===== src/common/spb_pkg.sv =====
// Shared constants and types for the serial bus base configuration fields
package spb_pkg;
    // Clock, long bus reset and strap timing
    localparam int unsigned CLK_MHZ = 25;
    localparam int unsigned LONG_RESET_US = 166;
    localparam int unsigned LONG_RESET_CYCLES = LONG_RESET_US * CLK_MHZ;
    localparam int unsigned STRAP_WAIT = 3;

    // Register offsets
    localparam logic [2:0] REG_ID_OFS = 3'h0;
    localparam logic [2:0] REG_CTRL_OFS = 3'h1;
    localparam logic [2:0] REG_CAPA_OFS = 3'h2;
    localparam logic [2:0] REG_PHYC_OFS = 3'h3;
    localparam logic [2:0] REG_LINK_OFS = 3'h4;

    // Field positions
    localparam int ID_ADDR_LSB = 2;
    localparam int ID_ROOT_BIT = 1;
    localparam int ID_POWER_BIT = 0;
    localparam int CTRL_ROOTNEXT_BIT = 7;
    localparam int CTRL_LONGRST_BIT = 6;
    localparam int CTRL_GAP_LSB = 0;
    localparam int CAPA_EXT_LSB = 5;
    localparam int CAPA_PORTS_LSB = 0;
    localparam int PHYC_SPEED_LSB = 5;
    localparam int PHYC_DELAY_LSB = 0;
    localparam int LINK_ACTIVE_BIT = 7;
    localparam int LINK_CONT_BIT = 6;
    localparam int LINK_JIT_LSB = 3;

    // Fixed codes and reset values
    localparam logic [2:0] EXT_SET_CODE = 3'h7;
    localparam logic [3:0] NUM_PORTS_CODE = 4'h3;
    localparam logic [2:0] SPEED_CODE = 3'h2;
    localparam logic [3:0] DELAY_CODE = 4'h0;
    localparam logic [2:0] JITTER_CODE = 3'h0;
    localparam logic [5:0] GAP_RESET = 6'h3F;
    localparam logic LINK_ACTIVE_RESET = 1'b1;

    // Gap derived timing, cycles = base + gap * step
    localparam logic [11:0] FAIR_BASE = 12'h004;
    localparam logic [11:0] FAIR_STEP = 12'h002;
    localparam logic [11:0] ARST_BASE = 12'h008;
    localparam logic [11:0] ARST_STEP = 12'h004;
    localparam logic [11:0] DLY_BASE = 12'h002;
    localparam logic [11:0] DLY_STEP = 12'h001;

    // Pin indices in the synchroniser
    localparam int PIN_POWER = 0;
    localparam int PIN_LPS = 1;
    localparam int PIN_CONT = 2;

    typedef struct packed {
        logic [2:0] addr;
        logic [7:0] wdata;
        logic wr;
        logic rd;
    } spb_bus_t;

    typedef struct packed {
        logic bus_reset;
        logic selfid_done;
        logic [5:0] node_address;
        logic tree_root;
        logic cfg_gap_valid;
        logic [5:0] cfg_gap;
        logic traffic_busy;
    } spb_core_evt_t;

    typedef enum logic [2:0] {
        LR_IDLE = 3'b001,
        LR_WAIT = 3'b010,
        LR_DRIVE = 3'b100
    } spb_lr_state_t;

    typedef struct packed {
        logic [2:0] s1;
        logic [2:0] s2;
        logic [2:0] s3;
        logic [2:0] filt;
    } spb_sync_t;

    typedef struct packed {
        spb_sync_t sync;
        logic [5:0] node_address;
        logic addr_valid;
        logic root;
        logic want_root_next;
        logic long_reset_request;
        logic [5:0] gap;
        logic gap_reset_seen;
        logic link_active;
        logic contender;
        logic strap_done;
        logic [1:0] strap_cnt;
        spb_lr_state_t lr_state;
        logic [15:0] lr_cnt;
        logic [7:0] rdata;
        logic status_push;
        logic [7:0] status_data;
        logic selfid_link;
        logic selfid_cont;
    } spb_state_t;

    typedef struct packed {
        logic [11:0] idle_cnt;
        logic sub_gap;
        logic arst_gap;
        logic arb_dly;
    } spb_gt_state_t;
endpackage


===== src/core/spb_gap_timer.sv =====
// Idle gap timer deriving fair, arbitration reset and arbitration delay gaps
`timescale 1ns/10ps
module spb_gap_timer (
    input wire logic core_clk_i,
    input wire logic nrst_i,
    input wire logic ce_i,
    input wire logic [5:0] gap_i,
    input wire logic idle_i,
    output logic subaction_gap_o,
    output logic arb_reset_gap_o,
    output logic arb_delay_o
);
    spb_pkg::spb_gt_state_t r_reg;
    spb_pkg::spb_gt_state_t r_next;
    logic [11:0] fair_thr;
    logic [11:0] arst_thr;
    logic [11:0] dly_thr;

    assign fair_thr = 12'(spb_pkg::FAIR_BASE + 12'(gap_i) * spb_pkg::FAIR_STEP);
    assign arst_thr = 12'(spb_pkg::ARST_BASE + 12'(gap_i) * spb_pkg::ARST_STEP);
    assign dly_thr = 12'(spb_pkg::DLY_BASE + 12'(gap_i) * spb_pkg::DLY_STEP);

    always_comb begin
        r_next = r_reg;
        if (!idle_i) begin
            r_next.idle_cnt = 12'h000;
        end else if (r_reg.idle_cnt != 12'hFFF) begin
            // Saturate so a long idle never wraps back below a gap
            r_next.idle_cnt = r_reg.idle_cnt + 12'h001;
        end
        r_next.sub_gap = idle_i && (r_reg.idle_cnt >= fair_thr);
        r_next.arst_gap = idle_i && (r_reg.idle_cnt >= arst_thr);
        r_next.arb_dly = idle_i && (r_reg.idle_cnt >= dly_thr);
    end

    always_ff @(posedge core_clk_i or negedge nrst_i) begin
        if (!nrst_i) begin
            r_reg <= '0;
        end else if (ce_i) begin
            r_reg <= r_next;
        end
    end

    assign subaction_gap_o = r_reg.sub_gap;
    assign arb_reset_gap_o = r_reg.arst_gap;
    assign arb_delay_o = r_reg.arb_dly;
endmodule


===== src/core/spb_base_fields.sv =====
// Base configuration and status fields of a three-port serial bus PHY
//
// Chosen here: the address-and-strobe port and the register addresses.
`timescale 1ns/10ps
// What this block does
// - Node address read-only, invalid until self-ID
// - Root flag cleared by bus reset, set
// - Cable power bit follows sense input
// - Want-root bit kept across bus resets
// - Long reset request starts 166 us reset
// - Long reset request cleared by resets
// - Gap value scales arbitration gap timings
// - Gap updated by write or config packet
// - Gap reloads 3Fh after reset rules
// - Extended set field reads 111b
// - Port count field reads 3
// - Speed field reads 010b
// - Delay field reads zero
// - Link active resets to one, kept
// - Self-ID bit 9 is link AND power
// - Self-ID bit 20 copies contender
// - Contender loaded from pin at reset
// - Jitter field reads zero
// - Contender pin only input during reset
module spb_base_fields #(
    parameter int unsigned LONG_RESET_CYCLES = spb_pkg::LONG_RESET_CYCLES
) (
    input wire logic core_clk_i,
    input wire logic nrst_i,
    input wire logic ce_i,
    input wire spb_pkg::spb_bus_t reg_bus_i,
    output logic [7:0] reg_rdata_o,
    input wire spb_pkg::spb_core_evt_t core_evt_i,
    input wire logic wire_power_ok_i,
    input wire logic link_power_status_in_i,
    input wire logic contend_or_wake_pin_i,
    output logic contend_or_wake_pin_o,
    output logic contend_or_wake_pin_oe_o,
    input wire logic link_on_req_i,
    output logic [5:0] node_address_o,
    output logic node_address_valid_o,
    output logic root_o,
    output logic want_root_next_o,
    output logic long_bus_reset_o,
    output logic [5:0] gap_count_o,
    output logic subaction_gap_o,
    output logic arb_reset_gap_o,
    output logic arb_delay_o,
    output logic selfid_link_active_o,
    output logic selfid_contender_o,
    output logic status_push_o,
    output logic [7:0] status_data_o
);
    spb_pkg::spb_state_t r_reg;
    spb_pkg::spb_state_t r_next;
    logic [2:0] pin_raw;
    logic [2:0] filt_next;
    logic wr_ctrl;
    logic wr_link;
    logic [7:0] id_word;
    logic [7:0] rd_word;

    assign pin_raw = {contend_or_wake_pin_i, link_power_status_in_i, wire_power_ok_i};
    assign wr_ctrl = reg_bus_i.wr && (reg_bus_i.addr == spb_pkg::REG_CTRL_OFS);
    assign wr_link = reg_bus_i.wr && (reg_bus_i.addr == spb_pkg::REG_LINK_OFS);

    // Pin filter: a change counts once stages two and three agree
    for (genvar i = 0; i < 3; i++) begin : g_pin
        assign filt_next[i] = (r_reg.sync.s2[i] == r_reg.sync.s3[i]) ?
            r_reg.sync.s3[i] : r_reg.sync.filt[i];
    end

    always_comb begin
        id_word = 8'h00;
        id_word[spb_pkg::ID_ADDR_LSB +: 6] = r_reg.node_address;
        id_word[spb_pkg::ID_ROOT_BIT] = r_reg.root;
        id_word[spb_pkg::ID_POWER_BIT] = r_reg.sync.filt[spb_pkg::PIN_POWER];
    end

    always_comb begin
        rd_word = 8'h00;
        case (reg_bus_i.addr)
            spb_pkg::REG_ID_OFS: begin
                rd_word = id_word;
            end
            spb_pkg::REG_CTRL_OFS: begin
                rd_word[spb_pkg::CTRL_ROOTNEXT_BIT] = r_reg.want_root_next;
                rd_word[spb_pkg::CTRL_LONGRST_BIT] = r_reg.long_reset_request;
                rd_word[spb_pkg::CTRL_GAP_LSB +: 6] = r_reg.gap;
            end
            spb_pkg::REG_CAPA_OFS: begin
                rd_word[spb_pkg::CAPA_EXT_LSB +: 3] = spb_pkg::EXT_SET_CODE;
                rd_word[spb_pkg::CAPA_PORTS_LSB +: 4] = spb_pkg::NUM_PORTS_CODE;
            end
            spb_pkg::REG_PHYC_OFS: begin
                rd_word[spb_pkg::PHYC_SPEED_LSB +: 3] = spb_pkg::SPEED_CODE;
                rd_word[spb_pkg::PHYC_DELAY_LSB +: 4] = spb_pkg::DELAY_CODE;
            end
            spb_pkg::REG_LINK_OFS: begin
                rd_word[spb_pkg::LINK_ACTIVE_BIT] = r_reg.link_active;
                rd_word[spb_pkg::LINK_CONT_BIT] = r_reg.contender;
                rd_word[spb_pkg::LINK_JIT_LSB +: 3] = spb_pkg::JITTER_CODE;
            end
            default: begin
                rd_word = 8'h00;
            end
        endcase
    end

    always_comb begin
        r_next = r_reg;
        r_next.sync.s1 = pin_raw;
        r_next.sync.s2 = r_reg.sync.s1;
        r_next.sync.s3 = r_reg.sync.s2;
        r_next.sync.filt = filt_next;
        r_next.status_push = 1'b0;
        r_next.rdata = reg_bus_i.rd ? rd_word : 8'h00;

        if (!r_reg.strap_done) begin
            if (r_reg.strap_cnt != 2'(spb_pkg::STRAP_WAIT)) begin
                r_next.strap_cnt = r_reg.strap_cnt + 2'h1;
            end else if (r_reg.sync.s2[spb_pkg::PIN_CONT] == r_reg.sync.s3[spb_pkg::PIN_CONT]) begin
                r_next.contender = r_reg.sync.s3[spb_pkg::PIN_CONT];
                r_next.strap_done = 1'b1;
            end
        end

        if (core_evt_i.bus_reset) begin
            r_next.addr_valid = 1'b0;
        end
        if (core_evt_i.selfid_done) begin
            r_next.node_address = core_evt_i.node_address;
            r_next.addr_valid = 1'b1;
            r_next.status_push = 1'b1;
            r_next.status_data = id_word;
            r_next.status_data[spb_pkg::ID_ADDR_LSB +: 6] = core_evt_i.node_address;
        end

        if (core_evt_i.bus_reset) begin
            r_next.root = 1'b0;
        end
        if (core_evt_i.tree_root) begin
            r_next.root = 1'b1;
        end

        if (core_evt_i.bus_reset) begin
            r_next.long_reset_request = 1'b0;
        end

        if (core_evt_i.bus_reset) begin
            if (r_reg.gap_reset_seen) begin
                r_next.gap = spb_pkg::GAP_RESET;
            end
            r_next.gap_reset_seen = 1'b1;
        end
        if (core_evt_i.cfg_gap_valid) begin
            r_next.gap = core_evt_i.cfg_gap;
            r_next.gap_reset_seen = 1'b0;
        end

        if (wr_ctrl) begin
            r_next.want_root_next = reg_bus_i.wdata[spb_pkg::CTRL_ROOTNEXT_BIT];
            r_next.long_reset_request = reg_bus_i.wdata[spb_pkg::CTRL_LONGRST_BIT];
            r_next.gap = reg_bus_i.wdata[spb_pkg::CTRL_GAP_LSB +: 6];
            r_next.gap_reset_seen = 1'b0;
        end
        if (wr_link) begin
            r_next.link_active = reg_bus_i.wdata[spb_pkg::LINK_ACTIVE_BIT];
            r_next.contender = reg_bus_i.wdata[spb_pkg::LINK_CONT_BIT];
        end

        case (r_reg.lr_state)
            spb_pkg::LR_IDLE: begin
                if (r_reg.long_reset_request) begin
                    r_next.lr_state = spb_pkg::LR_WAIT;
                end
            end
            spb_pkg::LR_WAIT: begin
                // Traffic in flight finishes before the reset goes out
                if (!r_reg.long_reset_request) begin
                    r_next.lr_state = spb_pkg::LR_IDLE;
                end else if (!core_evt_i.traffic_busy) begin
                    r_next.lr_state = spb_pkg::LR_DRIVE;
                    r_next.lr_cnt = 16'h0000;
                    r_next.long_reset_request = 1'b0;
                end
            end
            spb_pkg::LR_DRIVE: begin
                if (r_reg.lr_cnt == 16'(LONG_RESET_CYCLES - 1)) begin
                    r_next.lr_state = spb_pkg::LR_IDLE;
                end else begin
                    r_next.lr_cnt = r_reg.lr_cnt + 16'h0001;
                end
            end
            default: begin
                r_next.lr_state = spb_pkg::LR_IDLE;
            end
        endcase

        r_next.selfid_link = r_reg.link_active & r_reg.sync.filt[spb_pkg::PIN_LPS];
        r_next.selfid_cont = r_reg.contender;
    end

    always_ff @(posedge core_clk_i or negedge nrst_i) begin
        if (!nrst_i) begin
            r_reg <= '0;
            r_reg.gap <= spb_pkg::GAP_RESET;
            r_reg.link_active <= spb_pkg::LINK_ACTIVE_RESET;
            r_reg.lr_state <= spb_pkg::LR_IDLE;
        end else if (ce_i) begin
            r_reg <= r_next;
        end
    end

    spb_gap_timer u_gap_timer (
        .core_clk_i(core_clk_i),
        .nrst_i(nrst_i),
        .ce_i(ce_i),
        .gap_i(r_reg.gap),
        .idle_i(!core_evt_i.traffic_busy),
        .subaction_gap_o(subaction_gap_o),
        .arb_reset_gap_o(arb_reset_gap_o),
        .arb_delay_o(arb_delay_o)
    );

    assign reg_rdata_o = r_reg.rdata;
    assign node_address_o = r_reg.node_address;
    assign node_address_valid_o = r_reg.addr_valid;
    assign root_o = r_reg.root;
    assign want_root_next_o = r_reg.want_root_next;
    assign long_bus_reset_o = (r_reg.lr_state == spb_pkg::LR_DRIVE);
    assign gap_count_o = r_reg.gap;
    assign selfid_link_active_o = r_reg.selfid_link;
    assign selfid_contender_o = r_reg.selfid_cont;
    assign status_push_o = r_reg.status_push;
    assign status_data_o = r_reg.status_data;
    assign contend_or_wake_pin_oe_o = r_reg.strap_done & link_on_req_i;
    assign contend_or_wake_pin_o = r_reg.strap_done;
endmodule


===== config.mk =====
export PLATFORM = sky130hd
export DESIGN_NAME = spb_base_fields
export DESIGN_NICKNAME = d
export VERILOG_FILES = /design/src/common/spb_pkg.sv /design/src/core/spb_gap_timer.sv /design/src/core/spb_base_fields.sv
export SDC_FILE = /design/constraint.sdc
export NUM_CORES = 1
export LEC_CHECK = 0
export BUFFER_PORTS_ARGS = -buffer_cell sky130_fd_sc_hd__buf_4
export CAP_MARGIN = 20
export CORE_ASPECT_RATIO = 0.7
export CORE_MARGIN = 2
export CORE_UTILIZATION = 40
export CTS_CLUSTER_SIZE = 24
export DETAILED_ROUTE_END_ITERATION = 12
export HOLD_SLACK_MARGIN = 0.05
export PLACE_DENSITY = 0.73
export SLEW_MARGIN = 5
export SYNTH_ARGS = -nofsm -noshare
export SYNTH_HDL_FRONTEND = slang
export SYNTH_SLANG_ARGS = --single-unit

===== constraint.sdc =====
create_clock -name core_clk_i -period 2.6 [get_ports core_clk_i]
set_clock_uncertainty 0.15 [all_clocks]
set_input_delay 0 -clock core_clk_i [delete_from_list [all_inputs] [get_ports core_clk_i]]
set_output_delay 0 -clock core_clk_i [all_outputs]
set_load 0.02 [all_outputs]

==> results.cfg <==
[critical_path]
cp_cell_sequence = ha_1 > inv_2 > ha_1 > a21oi_2 > o21ai_1 > maj3_1 > maj3_1 > o21ai_0 > a211oi_1
reg2reg_from = gap_count_o[2]$_DFFE_PN1P_
reg2reg_slack_ns = 0.12
cp.arrival_ns = 2.55
start_kind = flip-flop
cpMaxStageDelayCell = dfstp_2
setup.worst_path.end_class = flip-flop
crit_path_max_incr_delay_ns = 0.57
required_ns = 2.66
critical_path_buf_inv_count = 1
crit_type = reg -> reg
cp_top_family = adder cells
r2r_end = u_gap_timer.arb_delay_o$_DFFE_PN0P_
cp_max_fo = 5
cp-startpoint = gap_count_o[2]$_DFFE_PN1P_
r2r_cells = 9

[synthesis]
yosysSeqAreaShare = 0.4478
yosys-top-cells-area = dfrtp_1 (40%), ha_1 (5.3%), mux2_2 (5.0%)
synth.most_common_cell = dfrtp_1
synthArstFlopShare = 1.000
synth_cells = 469
yosys-top-cells-count = dfrtp_1 (72), nor2_1 (44), nand2_1 (39)
synth_top_area_share = 0.4010
yosysUniqueCellTypes = 55
syn_avg_cell_area_sq_um = 9.580
synth_area_sq_um = 4493
synth-main-ff-cell = dfrtp_1
yosysWarnings = 0
synth_edf_count = 0
ys_ff_latch = 80
synth.net_count = 525
yosysTopAreaCell = dfrtp_1

[clocking]
clk_latency_ns = 0.34
cts_max_level = 3
ctsRootBufferMaster = clkbuf_16
clkTransAtPathRegs_ns = 0.06
postCtsSetupBuffers = 0
tritoncts = yes
cts.sinks = 80
cts.path.max_buffers = 2
numCtsBuffers = 9

[layout]
final_core_util = 0.5282
drive_gt1_frac = 0.2482
multi_input_area_sq_um = 2101
largest_reg_flops = 28
insertedDiodeCount = 0
nets = 615
area_delta_synth_final_pct = 28.96
fill_cells = 997
register_area_sq_um = 2013

[drt]
ant_nets = 0
drt-initial-drc-count = 262
post_drt_wl_per_cell_um = 14.98
routed_wl_um = 10740
drc = 0
dr.pass1.iters = 5
vias = 3721
viasPerCell = 5.190

[sta]
slew_headroom = 0.5220
hold_viol = 0
setup_viol = 0
period_share = 0.9552
fin_crit_ns = 2.484
hold_slack_ns = 0.007461
max_freq_ghz = 0.4026
tightest_slew_ns = 0.7155
slew_violations = 0
rsz0062_at_grt = false
tns_ns = 0
post-route-worst-setup-slack_ns = 0.1164

[grt]
grt_max_degree = 81
grt_use_total = 0.1858
grt_overflow_total = 0
antenna_found_initial = 0
use_met1 = 0.2483
use_met2 = 0.2969
grt_pass1_vias = 3582
grt_pass1_wl_um = 17610
use_met3 = 0.04391
grt.busiest_layer = met2

[outcome]
outcome = completed

[floorplan]
die-area_sq_um = 12110
initial_core_util = 0.4096
core_sq_um = 10970
rows = 32
io_pins = 77
die_width_um = 130.7
die-height_um = 92.68

[min_path]
hp-class = in -> async

[power]
fin_total_pwr_mw = 3.877
pwr-share-comb = 0.238
sw_frac_of_total = 0.2873
leakagePower_nw = 2.665
power_frac_seq = 0.407
switchingPower_mw = 1.114
p_int_mw = 2.763
pwr_density_cell_nw_per_um2 = 669.1
clock_power_share = 0.355
ir_drop_uv = 380.0

[placement]
dpl_worst_slack_ns = 0.07428
io_buffers = 76
dp_hpwl_um = 7291
gp_congestion = 0.8585

[flow_run]
drv_cap = 0
==> power by group through the flow <==
stage / Sequential [mW] / Combinational, mW / Clock, mW
6_report: 1.58 / 0.922 / 1.38
5_1_grt: 1.60 / 1.02 / 1.46
4_1_cts: 1.58 / 0.909 / 1.40
3_5_place_dp: 1.60 / 0.836 / 0
3_3_place_gp: 1.58 / 0.804 / 0
2_1_floorplan: 1.58 / 0.579 / 0
==> metal layers <==
metal,vias to the layer above,routed length (um)
met5,-,0
met4,0,187
met3,14,610
met2,121,4932
met1,1799,5009
li1,1787,-
==> layout by cell type, fill, tap and decap left out, types with 2 or more instances in the layout <==
| master | instances |
|---|---|
| maj3_1 | 3 |
| inv_1 | 21 |
| a211oi_1 | 2 |
| dlygate4sd3_1 | 43 |
| a21o_1 | 2 |
| clkbuf_8 | 2 |
| nor3b_1 | 2 |
| xor2_1 | 15 |
| nor2b_1 | 7 |
| nor2_1 | 44 |
| clkbuf_1 | 2 |
| a21oi_1 | 31 |
| or3_1 | 2 |
| ha_1 | 19 |
| nor3_1 | 7 |
| nand4_1 | 12 |
| nand3_1 | 17 |
| and2_1 | 2 |
| xnor2_1 | 6 |
| nand2b_1 | 3 |
| or4_1 | 4 |
| buf_4 | 83 |
| bufinv_16 | 2 |
| o21ai_1 | 5 |
| o2bb2ai_1 | 7 |
| o211ai_1 | 3 |
| mux2i_1 | 4 |
| dfrtp_1 | 71 |
| and3_1 | 7 |
| a22oi_1 | 3 |
| clkbuf_16 | 9 |
| a31o_2 | 2 |
| or3b_2 | 2 |
| o21ai_0 | 29 |
| nand2_1 | 39 |
| mux2_2 | 20 |
| dfstp_2 | 8 |
==> repair_timing <==
item | 4_1_cts | 5_1_grt
hold buffers | 43 | 0
resized for setup | 0 | 4
endpoints found under the hold margin | 117 | 0
setup endpoints to repair | 0 | 2
==> cell families (layout without fill, tap and decap cells) <==
group                    after synthesis  after routing  share of synthesized area
AND/OR/NAND/NOR                      156            156                     0.1727
XOR/XNOR                              22             22                    0.04456
flip-flops                            80             80                     0.4478
multiplexers                          24             24                    0.05904
adder cells (fa/ha/maj)               22             22                    0.05959
buffers and inverters                 70            165                    0.08549
AO/OA/AOI/OAI                         95             95                     0.1309
==> final cells by class <==
type	count	share of cell area
tap	153	0.03304
inverter	22	0.01425
clock inverter	3	0.01123
multi-input combinational	319	0.3626
clock buffer	13	0.04491
sequential	80	0.3474
timing repair buffer	127	0.1866
==> stage by stage <==
step / instances / cell area, sq um
detailed placement: 657 / 5006
finish: 717 / 5794
CTS: 716 / 5762
floorplan: 469 / 4493
global placement: 657 / 5006
global route: 717 / 5794
==> worst max-delay path by stage <==
stage / end / slack, ns / depth (start not counted)
final: u_gap_timer.arb_delay_o$_DFFE_PN0P_ / 0.12 / 9
after floorplan: u_gap_timer.arb_delay_o$_DFFE_PN0P_ / 0.15 / 9
after detailed placement: u_gap_timer.arb_delay_o$_DFFE_PN0P_ / 0.07 / 9
after global placement: u_gap_timer.arb_delay_o$_DFFE_PN0P_ / 0.12 / 9
after global routing: u_gap_timer.r_reg[5]$_DFFE_PN0P_ / 0.002 / 7
after CTS: u_gap_timer.arb_delay_o$_DFFE_PN0P_ / 0.06 / 9
No activity file was read; power rests on OpenSTA's default activity.
